### src/design/dlc_map.svh
// register offsets, field positions, reset values and beam limits of the list coprocessor
`ifndef DLC_MAP_SVH
`define DLC_MAP_SVH
`define DLC_OFF_L1H       8'h00
`define DLC_OFF_L1L       8'h04
`define DLC_OFF_L2H       8'h08
`define DLC_OFF_L2L       8'h0c
`define DLC_OFF_JMP1      8'h10
`define DLC_OFF_JMP2      8'h14
`define DLC_OFF_CTRL      8'h18
`define DLC_OFF_CFG       8'h1c
`define DLC_OFF_STATUS    8'h20
`define DLC_OFF_BEAM      8'h24
`define DLC_OFF_L1LOC     8'h28
`define DLC_OFF_L2LOC     8'h2c
`define DLC_CTRL_DANGER   1
`define DLC_CFG_PAL       0
`define DLC_CFG_LACE      1
`define DLC_CFG_RUN       2
`define DLC_CFG_RST       3'b000
`define DLC_H_LAST_LONG   8'he3
`define DLC_H_LAST_SHORT  8'he2
`define DLC_V_LAST_NTSC   9'd261
`define DLC_V_LAST_PAL    9'd311
`define DLC_GUARD_NEVER   9'h010
`define DLC_GUARD_ALWAYS  9'h020
`define DLC_CR_L1H        9'h040
`define DLC_CR_L1L        9'h042
`define DLC_CR_L2H        9'h044
`define DLC_CR_L2L        9'h046
`define DLC_CR_JMP1       9'h048
`define DLC_CR_JMP2       9'h04a
`define DLC_PC_STEP       19'd2
`define DLC_SKIP_STEP     19'd6
`define DLC_IR_KIND       0
`define DLC_ST_LSB        24
`define DLC_BM_H_LSB      16
`define DLC_BM_LONG_LINE  24
`define DLC_BM_LONG_FIELD 25
`endif

### src/design/dlc_pkg.sv
// types shared by the list coprocessor design
package dlc_pkg;
  typedef enum logic [3:0] {
    DLC_ST_IDLE    = 4'b0001,
    DLC_ST_FETCH_A = 4'b0010,
    DLC_ST_FETCH_B = 4'b0100,
    DLC_ST_WAIT    = 4'b1000
  } dlc_state_t;
endpackage

### src/design/dlc_top.sv
// display list coprocessor: beam counters, instruction sequencer and ahb-lite register slave
`include "dlc_map.svh"

// Functional notes
// - horizontal count runs 0 to e2 hex, e3 on long lines; its lsb is ignored, giving 114 positions.
// - ntsc lines alternate 228 and 227 clocks; pal lines are all 227.
// - vertical compare uses low eight count bits, so line 256 compares as zero.
// - field has 262 or 312 lines; interlace alternates 262/263 or 312/313.
// - ntsc interlace repeats a four-field pattern of short and long endings.
// - horizontal count advances by one on every system clock cycle.
// - two list locations, each a 3-bit high part and 16-bit low part.
// - high part sits lower; one long write to the location offset loads the whole address.
// - fetch at the program counter, increment after each fetch, run sequentially.
// - a jump strobe loads the counter from its location; next fetch goes there.
// - every vertical blank reloads the counter from list one, even mid-wait.
// - list moves may write location registers and jump strobes themselves.
// - moves always allowed to 20-1fe hex, never to 00-0f hex.
// - danger bit at bit 1 opens 10-1f hex to moves when set.
// - reset clears the danger bit.
// - a wait ends once the beam is at or past its position.
// - any number of moves after a wait run back to back.
// - move has word one bit 0 clear, destination in bits 8-1, data in word two.
// - wait/skip has bit 0 set, vertical 15-8, horizontal 7-1, enables in word two.
// - skip has word two bit 0 set and skips the next instruction when true.
// - a position bit is compared only when its enable bit is one; the vertical msb is always compared.
module dlc_top
  import dlc_pkg::*;
(
  input  wire logic        hclk,
  input  wire logic        hresetn,
  input  wire logic        hsel,
  input  wire logic [31:0] haddr,
  input  wire logic [1:0]  htrans,
  input  wire logic        hwrite,
  input  wire logic [2:0]  hsize,
  input  wire logic [31:0] hwdata,
  input  wire logic        hready,
  output logic      [31:0] hrdata,
  output logic             hreadyout,
  output logic             hresp,
  output logic             mem_req,
  output logic      [18:0] mem_addr,
  input  wire logic        mem_ack,
  input  wire logic [15:0] mem_rdata,
  output logic             reg_wr_strobe,
  output logic      [8:0]  reg_wr_addr,
  output logic      [15:0] reg_wr_data,
  output logic      [7:0]  beam_h,
  output logic      [8:0]  beam_v
);

  // beam at or past target, honouring the per-bit enables; vertical msb is always compared
  function automatic logic beam_reached(input logic [7:0]  h,
                                        input logic [8:0]  v,
                                        input logic [15:0] w1,
                                        input logic [15:0] w2);
    logic [14:0] mask;
    logic [14:0] beam;
    mask = {1'b1, w2[14:1]};
    beam = {v[7:0], h[7:1]};
    return (beam & mask) >= (w1[15:1] & mask);
  endfunction

  // destination guard under the danger bit
  function automatic logic move_allowed(input logic [8:0] da,
                                        input logic       dang);
    return (da >= `DLC_GUARD_ALWAYS) || ((da >= `DLC_GUARD_NEVER) && dang);
  endfunction

  logic [2:0]  l1_hi;
  logic [15:0] l1_lo;
  logic [2:0]  l2_hi;
  logic [15:0] l2_lo;
  logic        danger_enable;
  logic [2:0]  cfg;
  logic        dp_wr;
  logic [7:0]  dp_addr;
  logic [7:0]  hcount;
  logic [8:0]  vcount;
  logic        long_line;
  logic        long_field;
  dlc_state_t  state;
  dlc_state_t  next_state;
  logic [18:0] pc;
  logic [18:0] next_pc;
  logic [15:0] ir1;
  logic [15:0] ir2;
  logic [8:0]  move_da;
  logic        move_fire;

  wire         addr_phase = hsel & hready & htrans[1];
  wire         pal        = cfg[`DLC_CFG_PAL];
  wire         lace       = cfg[`DLC_CFG_LACE];
  wire         run        = cfg[`DLC_CFG_RUN];
  wire  [18:0] list1_location = {l1_hi, l1_lo[15:1], 1'b0};
  wire  [18:0] list2_location = {l2_hi, l2_lo[15:1], 1'b0};

  // ---------------- ahb-lite slave: zero wait states, always okay ----------------
  assign hreadyout = 1'b1;
  assign hresp     = 1'b0;

  always_ff @(posedge hclk or negedge hresetn) begin
    if (!hresetn) begin
      dp_wr   <= 1'b0;
      dp_addr <= 8'h00;
    end else begin
      dp_wr   <= addr_phase & hwrite;
      dp_addr <= haddr[7:0];
    end
  end

  function automatic logic host_hit(input logic [7:0] off);
    return dp_wr && (dp_addr == off);
  endfunction

  // read data is latched in the address phase so it comes from a flop; unmapped reads zero
  always_ff @(posedge hclk or negedge hresetn) begin
    if (!hresetn) begin
      hrdata <= 32'h0000_0000;
    end else if (addr_phase && !hwrite) begin
      case (haddr[7:0])
        `DLC_OFF_CTRL:   hrdata <= {30'h0, danger_enable, 1'b0};
        `DLC_OFF_CFG:    hrdata <= {29'h0, cfg};
        `DLC_OFF_STATUS: hrdata <= {4'h0, state, 5'h00, pc};
        `DLC_OFF_BEAM:   hrdata <= {6'h00, long_field, long_line, hcount, 7'h00, vcount};
        default:         hrdata <= 32'h0000_0000;
      endcase
    end
  end

  always_ff @(posedge hclk or negedge hresetn) begin
    if (!hresetn) begin
      danger_enable <= 1'b0;
    end else if (host_hit(`DLC_OFF_CTRL)) begin
      danger_enable <= hwdata[`DLC_CTRL_DANGER];
    end
  end

  always_ff @(posedge hclk or negedge hresetn) begin
    if (!hresetn) begin
      cfg <= `DLC_CFG_RST;
    end else if (host_hit(`DLC_OFF_CFG)) begin
      cfg <= hwdata[2:0];
    end
  end

  // ---------------- list location registers ----------------
  // host writes win over a same-cycle list move to the same register
  always_ff @(posedge hclk or negedge hresetn) begin
    if (!hresetn) begin
      l1_hi <= 3'h0;
      l1_lo <= 16'h0000;
      l2_hi <= 3'h0;
      l2_lo <= 16'h0000;
    end else begin
      if (host_hit(`DLC_OFF_L1LOC)) begin
        l1_hi <= hwdata[18:16];
        l1_lo <= hwdata[15:0];
      end else begin
        if (host_hit(`DLC_OFF_L1H)) begin
          l1_hi <= hwdata[2:0];
        end else if (move_fire && move_da == `DLC_CR_L1H) begin
          l1_hi <= mem_rdata[2:0];
        end
        if (host_hit(`DLC_OFF_L1L)) begin
          l1_lo <= hwdata[15:0];
        end else if (move_fire && move_da == `DLC_CR_L1L) begin
          l1_lo <= mem_rdata;
        end
      end
      if (host_hit(`DLC_OFF_L2LOC)) begin
        l2_hi <= hwdata[18:16];
        l2_lo <= hwdata[15:0];
      end else begin
        if (host_hit(`DLC_OFF_L2H)) begin
          l2_hi <= hwdata[2:0];
        end else if (move_fire && move_da == `DLC_CR_L2H) begin
          l2_hi <= mem_rdata[2:0];
        end
        if (host_hit(`DLC_OFF_L2L)) begin
          l2_lo <= hwdata[15:0];
        end else if (move_fire && move_da == `DLC_CR_L2L) begin
          l2_lo <= mem_rdata;
        end
      end
    end
  end

  // ---------------- beam counters ----------------
  wire [7:0] h_last    = (!pal && long_line) ? `DLC_H_LAST_LONG : `DLC_H_LAST_SHORT;
  wire [8:0] v_last    = (pal ? `DLC_V_LAST_PAL : `DLC_V_LAST_NTSC)
                         + {8'h00, lace & long_field};
  wire       line_end  = (hcount >= h_last); // >= so a mode change mid-line cannot overrun
  wire       frame_end = line_end && (vcount >= v_last);

  always_ff @(posedge hclk or negedge hresetn) begin
    if (!hresetn) begin
      hcount <= 8'h00;
      vcount <= 9'h000;
    end else if (line_end) begin
      hcount <= 8'h00;
      vcount <= frame_end ? 9'h000 : vcount + 9'h001;
    end else begin
      hcount <= hcount + 8'h01;
    end
  end

  // the toggles continue across field ends, which yields the four-field ntsc pattern
  always_ff @(posedge hclk or negedge hresetn) begin
    if (!hresetn) begin
      long_line  <= 1'b1;
      long_field <= 1'b0;
    end else begin
      if (line_end) begin
        long_line <= !pal && !long_line;
      end
      if (frame_end) begin
        long_field <= lace && !long_field;
      end
    end
  end

  always_ff @(posedge hclk or negedge hresetn) begin
    if (!hresetn) begin
      beam_h <= 8'h00;
      beam_v <= 9'h000;
    end else begin
      beam_h <= hcount;
      beam_v <= vcount;
    end
  end

  // ---------------- instruction sequencer ----------------
  wire skip_hit = beam_reached(hcount, vcount, ir1, mem_rdata);
  wire wait_hit = beam_reached(hcount, vcount, ir1, ir2);
  wire word_b   = (state == DLC_ST_FETCH_B) && mem_ack;

  assign move_da   = {ir1[8:1], 1'b0};
  assign move_fire = word_b && !ir1[`DLC_IR_KIND]
                     && move_allowed(move_da, danger_enable);

  wire jump1 = host_hit(`DLC_OFF_JMP1) || (move_fire && move_da == `DLC_CR_JMP1);
  wire jump2 = host_hit(`DLC_OFF_JMP2) || (move_fire && move_da == `DLC_CR_JMP2);

  always_comb begin
    next_state = state;
    next_pc    = pc;
    case (state)
      DLC_ST_IDLE: begin
        next_state = DLC_ST_FETCH_A;
      end
      DLC_ST_FETCH_A: begin
        if (mem_ack) begin
          next_pc    = pc + `DLC_PC_STEP;
          next_state = DLC_ST_FETCH_B;
        end
      end
      DLC_ST_FETCH_B: begin
        if (mem_ack) begin
          next_pc    = pc + `DLC_PC_STEP;
          next_state = DLC_ST_FETCH_A;
          if (ir1[`DLC_IR_KIND]) begin
            if (mem_rdata[`DLC_IR_KIND]) begin
              if (skip_hit) begin
                next_pc = pc + `DLC_SKIP_STEP;
              end
            end else begin
              next_state = DLC_ST_WAIT;
            end
          end
        end
      end
      DLC_ST_WAIT: begin
        if (wait_hit) begin
          next_state = DLC_ST_FETCH_A;
        end
      end
      default: begin
        next_state = DLC_ST_IDLE;
      end
    endcase
    // vertical blank beats any jump; a jump beats normal flow
    if (frame_end) begin
      next_pc    = list1_location;
      next_state = DLC_ST_FETCH_A;
    end else if (jump1) begin
      next_pc    = list1_location;
      next_state = DLC_ST_FETCH_A;
    end else if (jump2) begin
      next_pc    = list2_location;
      next_state = DLC_ST_FETCH_A;
    end
    if (!run) begin
      next_state = DLC_ST_IDLE;
    end
  end

  always_ff @(posedge hclk or negedge hresetn) begin
    if (!hresetn) begin
      state <= DLC_ST_IDLE;
    end else begin
      state <= next_state;
    end
  end

  always_ff @(posedge hclk or negedge hresetn) begin
    if (!hresetn) begin
      pc <= 19'h00000;
    end else begin
      pc <= next_pc;
    end
  end

  always_ff @(posedge hclk or negedge hresetn) begin
    if (!hresetn) begin
      ir1 <= 16'h0000;
      ir2 <= 16'h0000;
    end else begin
      if (state == DLC_ST_FETCH_A && mem_ack) begin
        ir1 <= mem_rdata;
      end
      if (word_b) begin
        ir2 <= mem_rdata;
      end
    end
  end

  // the request decodes the state register only, so a jump or blank changes it one cycle later
  assign mem_req  = (state == DLC_ST_FETCH_A) || (state == DLC_ST_FETCH_B);
  assign mem_addr = pc;

  always_ff @(posedge hclk or negedge hresetn) begin
    if (!hresetn) begin
      reg_wr_strobe <= 1'b0;
      reg_wr_addr   <= 9'h000;
      reg_wr_data   <= 16'h0000;
    end else begin
      reg_wr_strobe <= move_fire;
      if (move_fire) begin
        reg_wr_addr <= move_da;
        reg_wr_data <= mem_rdata;
      end
    end
  end
endmodule

### config.mk
export PLATFORM = sky130hd
export DESIGN_NAME = dlc_top
export DESIGN_NICKNAME = d
export VERILOG_FILES = /design/src/design/dlc_pkg.sv /design/src/design/dlc_top.sv
export VERILOG_INCLUDE_DIRS = /design/src /design/src/design
export SDC_FILE = /design/constraint.sdc
export NUM_CORES = 1
export LEC_CHECK = 0
export BUFFER_PORTS_ARGS = -buffer_cell sky130_fd_sc_hd__buf_2
export CORE_MARGIN = 3
export CORE_UTILIZATION = 55
export DETAILED_ROUTE_END_ITERATION = 10
export PLACE_DENSITY_LB_ADDON = 0.1
export SLEW_MARGIN = 30
export SYNTH_ARGS = -nofsm -noshare
export SYNTH_HDL_FRONTEND = slang
export SYNTH_SLANG_ARGS = --single-unit
### constraint.sdc
create_clock -name hclk -period 3.6 [get_ports hclk]
set_input_delay 0.18 -clock hclk [delete_from_list [all_inputs] [get_ports hclk]]
set_output_delay 0.18 -clock hclk [all_outputs]
set_load 0.1 [all_outputs]
==> results.py, run 1 <==
metrics = {
    "drt": {
        "first_pass_iters": 5,
        "wl_um": 27810,
        "viasPerCell": 5.902,
        "drt_iter0_drc": 750,
        "ant_nets": 0,
        "wl_per_cell_um": 20.24,
        "num_vias": 8109,
        "drc": 0,
    },
    "die": {
        "die_w_um": 141.1,
        "row_count": 48,
        "core_mm2": 0.01760,
        "die_area_mm2": 0.01992,
        "initial_utilization_pct": 57.07,
        "ios": 188,
        "die_h_um": 141.1,
    },
    "critical_path": {
        "cp_slowest_cell": "a2111oi_0",
        "worstPathArrival_ns": 3.67,
        "worst-path-max-fanout": 15,
        "critPathBufInv": 3,
        "cp.required_ns": 3.90,
        "crit_type": "flip-flop to flip-flop",
        "max_stage_delay_ns": 0.45,
        "cp-end-kind": "flip-flop",
        "path_delay_family": "compound AO/OA/AOI/OAI gates",
        "start_kind": "flip-flop",
        "crit_chain": "nand2_1, inv_1, ha_1, inv_1, ha_1, a2111oi_0, o21ai_1, o2111a_1, nand2b_4, buf_4, a21oi_4, nand2_1, o311ai_1",
    },
    "logic_synthesis": {
        "avgSynthCellArea_um2": 10.33,
        "synth_ff_type": "dfrtp_1",
        "ys_ff_latch": 190,
        "synthesis.area_mm2": 0.01004,
        "synth_compound_area_share_pct": 13.48,
        "synth-edff-count": 0,
        "async_reset_ff_share_pct": 100.0,
        "ys_warn_count": 0,
        "synth_mux_area_share_pct": 12.47,
        "synthXorXnorAreaFrac_pct": 1.657,
        "synth-simple-area-share_pct": 16.59,
        "synth_fa_ha_area_share_pct": 5.207,
        "synth_top_family_by_area": "simple AND/OR/NAND/NOR gates",
        "ys_types": 80,
        "syn_inst": 972,
        "synth-seq-area-share_pct": 47.37,
    },
    "global_route": {
        "grt_pass1_wl_um": 44510,
        "antenna_found_initial": 0,
        "grt_overflow_total": 0,
        "grt_pass1_vias": 7928,
        "grt_start_max_net_pins": 95,
        "grt_usage_pct": 28.84,
    },
    "sta": {
        "fin_skew_ns": 0.01203,
        "timing.setup.tns_ns": 0,
        "finalMaxSlewViolations": 0,
        "rsz0062_at_grt": "no",
        "hold_viol_final": 0,
        "relSlewSlack_pct": 46.25,
        "worst_pin_slew_ns": 0.7955,
        "final.min_clock_period_ns": 3.369,
        "finalSetupViolCount": 0,
        "fin_crit_sh_pct": 93.57,
        "clock.fmax_ghz": 0.2969,
    },
    "placed_design": {
        "portBuffers": 138,
        "placed_area_mm2": 0.01110,
        "finalWeightedCongestion": 0.8859,
        "dpl.hpwl_um": 19970,
    },
    "clock_tree": {
        "path_clk_slew_ns": 0.07,
        "cts_buffer_depth": 2,
        "clk_latency_ns": 0.44,
        "numCtsBuffers": 17,
        "cts_setup_buffers": 0,
        "clockRootBuffer": "clkbuf_16",
        "cts_tree": "yes",
        "htreeDepth": 4,
        "clkSinkCount": 190,
    },
    "final_layout": {
        "nNetsFinal": 1269,
        "area_delta_synth_final_pct": 18.69,
        "fillers": 1421,
        "final_area_mm2": 0.01192,
        "multi_input_area_mm2": 0.005004,
        "drive_above_1_share_pct": 26.63,
        "seq_area_mm2": 0.004757,
        "diodes": 0,
    },
    "power_and_ir_drop": {
        "cellPowerDensity_mw_per_mm2": 369.9,
        "peakVddDrop_v": 0.0003045,
        "cellLeakagePower_nw": 5.948,
    },
    "hold_path": {
        "hp-class": "input port to flip-flop",
    },
    "run_status": {
        "outcome": "finished, final reports clean",
    },
    "run": {
        "maxCapViolCount": 0,
    },
}
==> where the power goes <==
part | switching [mW] | total (mW) | leakage [nW] | internal [mW]
clock | 0.885 | 2.00 | 0.305 | 1.12
sequential | 0.0188 | 2.17 | 2.58 | 2.15
combinational | 0.172 | 0.239 | 3.06 | 0.0671
==> worst paths after layout <==
kind / end / cells past startpoint / start / slack, ns
setup / recovery: mem_addr[5] / 13 / cfg[1] / 0.23
hold / removal: dp_wr / 2 / hready / 0.02
setup reg to reg: mem_addr[5] / 13 / cfg[1] / 0.23
min in group asynchronous: beam_v[4] / 2 / hresetn / 0.37
hold reg to reg: hrdata[6] / 2 / hrdata[6] / 0.47
max in group asynchronous: mem_addr[6] / 3 / hresetn / 2.35
==> cell type report <==
class / count / share of cell area, %
multi-input combinational: 718 / 41.98
sequential: 190 / 39.91
timing repair buffer: 197 / 10.11
clock buffer: 17 / 3.569
tap: 225 / 2.362
clock inverter: 14 / 1.669
inverter: 13 / 0.4094
==> cell families after synthesis <==
kind of cell / Yosys count
buffers and inverters: 70
adder cells (fa/ha/maj): 42
multiplexers: 117
XOR/XNOR: 19
AO/OA/AOI/OAI: 209
AND/OR/NAND/NOR: 323
flip-flops: 190
other: 2
==> state kept, by name (all words and copies together) (netlist names), 3 cells and up <==
name,cells
hrdata,28
mem_addr,18
ir1,16
reg_wr_data,16
l1_lo,15
l2_lo,15
ir2,14
beam_v,9
vcount,9
beam_h,8
dp_addr,8
hcount,8
reg_wr_addr,8
state,4
cfg,3
l1_hi,3
l2_hi,3
==> cell usage in the layout (no fill, tap or decap), drive strengths merged, types with 4 or more instances in the layout <==
cell type	count
or2	5
clkinv	5
a22oi	10
or3	5
nor2b	7
a21oi	38
nor3b	4
xnor2	12
a22o	11
a21o	7
o211ai	6
nor2	45
mux2i	52
dlygate4sd3	20
nor4	9
xor2	7
buf	176
ha	41
a32o	5
a31oi	8
o31ai	4
dfrtp	188
o21ai	94
nor3	14
and3	7
conb	8
nand2	131
clkbuf	18
nand3b	5
and2	30
mux2	65
and4	4
inv	19
nand3	30
nand4	7
nand2b	11
==> synthesized netlist by cell type, types with 5 or more instances <==
master	count	area, um2
buf_4	10	75.07
nand4_1	7	43.79
buf_2	12	60.06
nand3_1	27	135.1
nand3b_1	5	37.54
a31oi_1	6	37.54
a22o_1	11	96.34
nor2b_1	6	37.54
and2_1	29	181.4
nor3_1	12	60.06
or3_1	5	31.28
xnor2_1	12	105.1
clkbuf_1	32	120.1
inv_1	13	48.80
a32o_1	5	50.05
nor2_1	43	161.4
dfrtp_1	188	4705
o211ai_1	6	45.04
and3_1	7	43.79
ha_1	41	513.0
a22oi_1	10	75.07
a21oi_1	36	180.2
nand2_1	130	488.0
nor4_1	6	37.54
o21ai_1	7	35.03
nand2b_1	10	62.56
a21o_1	7	52.55
mux2_2	65	732.0
xor2_1	7	61.31
mux2i_1	52	520.5
o21ai_0	86	430.4
==> worst reg2reg max path, delay by kind of cell (launching register included) <==
family	cells	cell delay (ns)
and+or+nand+nor	3	0.41
AOI/OAI and AO/OA	5	1.58
DFF	1	0.41
buffers and inverters	3	0.30
adders and majority gates	2	0.53
==> timing repair <==
action	CTS	global route
hold endpoints to repair	109	0
hold buffers	20	0
resized for setup	0	0
==> layer usage <==
layer	wire (um)	GRT usage (%)
met5	0	0
met4	547	7.853
met3	1758	4.783
met2	12880	45.62
met1	12620	41.45
==> through the flow <==
stage / total power, mW / cells / utilization, % / setup slack, ns / hold slack, ns
global placement: 2.429 / 1323 / 63.05 / 0.4582 / 0.3059
detailed placement: 2.430 / 1323 / 63.05 / 0.3383 / 0.3011
CTS: 4.443 / 1374 / 67.74 / 0.3111 / 0.005585
global route: 4.555 / 1374 / 67.74 / 0.09836 / 0.007739
floorplan: 2.311 / 978 / - / 0.6586 / -0.1156
finish: 4.410 / 1374 / 67.74 / 0.2314 / 0.01843
(Power assumes the default switching activity.)
==> inputs of run 2 (changes only) <==
CORE_UTILIZATION = 50   (was 55)
==> run 2 against run 1 <==
Against the previous run: final area increased by 0.11%; hold slack worse by 0.0041 ns; die area increased by 9.6%; worst setup slack improved by 0.15 ns; sequential power is essentially flat; clock power shrank 7%; critical path depth grew 1; critical endpoint unchanged; largest cell class unchanged.
==> results.py, run 2 (synthesized netlist as in run 1, its figures left out) <==
metrics = {
    "die": {
        "ios": 188,
        "core_mm2": 0.01959,
        "die_w_um": 147.7,
        "row_count": 51,
        "initial_utilization_pct": 51.27,
        "die_h_um": 147.7,
        "die_area_mm2": 0.02182,
    },
    "clock_tree": {
        "clockRootBuffer": "clkbuf_16",
        "clkSinkCount": 190,
        "numCtsBuffers": 17,
        "htreeDepth": 4,
        "cts_tree": "yes",
        "path_clk_slew_ns": 0.07,
        "cts_resized": 0,
        "cts_buffer_depth": 2,
        "clk_latency_ns": 0.44,
    },
    "final_layout": {
        "nNetsFinal": 1271,
        "instances_no_fill": 1415,
        "diodes": 0,
        "regMostFlops": "hrdata",
        "final_cell_mix": "dfrtp_1, buf_2, nand2_1, o21ai_0, mux2_2",
        "largest_register_ffs": 28,
        "drive_above_1_share_pct": 26.61,
        "area_delta_synth_final_pct": 18.82,
        "final_common_cell": "dfrtp_1",
    },
    "drt": {
        "wl_per_cell_um": 20.02,
        "num_vias": 8056,
        "first_pass_iters": 5,
        "wl_um": 28330,
        "viasPerCell": 5.693,
        "drc": 0,
        "ant_nets": 0,
        "drt_iter0_drc": 639,
    },
    "critical_path": {
        "crit_chain": "nand2_1, inv_1, ha_1, inv_1, ha_1, a2111oi_0, o21ai_1, o2111a_1, nand2b_4, buf_4, nand2_1, o21ai_0, a31oi_1, o311ai_1",
        "cp_slowest_cell": "dfrtp_1",
        "ff2ff_path_depth": 14,
        "reg2reg_from": "cfg[1]",
        "path_delay_family": "compound AO/OA/AOI/OAI gates",
        "cp.required_ns": 3.89,
        "worstPathArrival_ns": 3.51,
        "max_stage_delay_ns": 0.41,
        "path_depth": 14,
        "worst-path-max-fanout": 16,
        "crit_type": "flip-flop to flip-flop",
        "crit_end": "mem_addr[5]",
        "critPathBufInv": 3,
        "cp-end-kind": "flip-flop",
        "crit_start": "cfg[1]",
        "timing.rr.end": "mem_addr[5]",
        "r2r_slack_ns": 0.38,
        "start_kind": "flip-flop",
    },
    "power_and_ir_drop": {
        "switchingPower_mw": 1.086,
        "peakVddDrop_v": 0.0002981,
        "pwr-share-clk_pct": 43.7,
        "cellPowerDensity_mw_per_mm2": 358.8,
        "cellLeakagePower_nw": 5.928,
        "swShare_pct": 25.36,
        "internal-power_mw": 3.196,
        "p_comb_share_pct": 5.7,
        "p_seq_share_pct": 50.6,
        "finalPower_mw": 4.282,
    },
    "run_status": {
        "outcome": "finished, final reports clean",
    },
    "global_route": {
        "grt_start_max_net_pins": 101,
        "antenna_found_initial": 0,
        "grt_overflow_total": 0,
        "grt_pass1_wl_um": 44990,
        "grt_usage_pct": 26.57,
        "grt_pass1_vias": 7801,
    },
    "placed_design": {
        "portBuffers": 138,
        "dp.cells": 1364,
        "dpl.hpwl_um": 20450,
        "finalWeightedCongestion": 0.8873,
    },
    "sta": {
        "finalSetupViolCount": 0,
        "final.min_clock_period_ns": 3.218,
        "holdWs_ns": 0.01435,
        "fin_skew_ns": 0.01300,
        "timing.setup.tns_ns": 0,
        "hold_viol_final": 0,
        "fin_crit_sh_pct": 89.38,
        "clock.fmax_ghz": 0.3108,
        "relSlewSlack_pct": 39.36,
        "worst_pin_slew_ns": 0.8973,
        "rsz0062_at_grt": "no",
        "finalMaxSlewViolations": 0,
    },
    "hold_path": {
        "worstHoldStart": "hwdata[0]",
        "hp-class": "input port to flip-flop",
    },
    "run": {
        "maxCapViolCount": 0,
    },
}
run 2: worst min-delay path by stage:
stage,to,slack (ns),cells after the start
final,cfg[0],0.01,3
after global routing,dp_wr,0.03,2
after CTS,cfg[0],0.002,3
after detailed placement,dp_addr[0],0.31,1
after global placement,dp_addr[6],0.31,1
after floorplan,beam_h[0],-0.12,0
run 2: metrics by stage:
stage	worst slack [ns]	util, %	area, um2
2_1_floorplan	0.6586	-	10070
3_3_place_gp	0.4633	56.93	11150
3_5_place_dp	0.4272	56.93	11150
4_1_cts	0.4028	60.92	11930
5_1_grt	0.1341	60.92	11930
6_report	0.3825	60.92	11930
run 2: area by class of cell:
cell class                 instances  area (um2)
clock buffer                      17       425.4
clock inverter                    13       145.1
fill                            1700        7656
inverter                          13       48.80
multi-input combinational        718        5004
sequential                       190        4757
tap                              265       331.6
timing repair buffer             199        1222
run 2: timing repair:
action,4_1_cts,5_1_grt
endpoints found under the setup margin,0,0
hold buffers,21,0
setup buffers,0,0
hold endpoints to repair,116,0
run 2: metal layers:
layer / share of wire [%] / track usage, %
met1: 45 / 38.43
met3: 6.3 / 4.690
met5: 0 / 0
met4: 2.3 / 8.295
met2: 46 / 41.09
run 2: tightest hold or removal path, stage by stage:
cell,delay [ns]
buf_2,0.12
nand2_1,0.05
o21ai_0,0.06
run 2: power by group through the flow:
stage	Clock [mW]	Combinational [mW]	Sequential, mW
after floorplan	0	0.0941	2.22
after detailed placement	0	0.227	2.21
after global routing	2.01	0.264	2.17
after global placement	0	0.226	2.21
after CTS	1.91	0.245	2.17
final	1.87	0.242	2.17
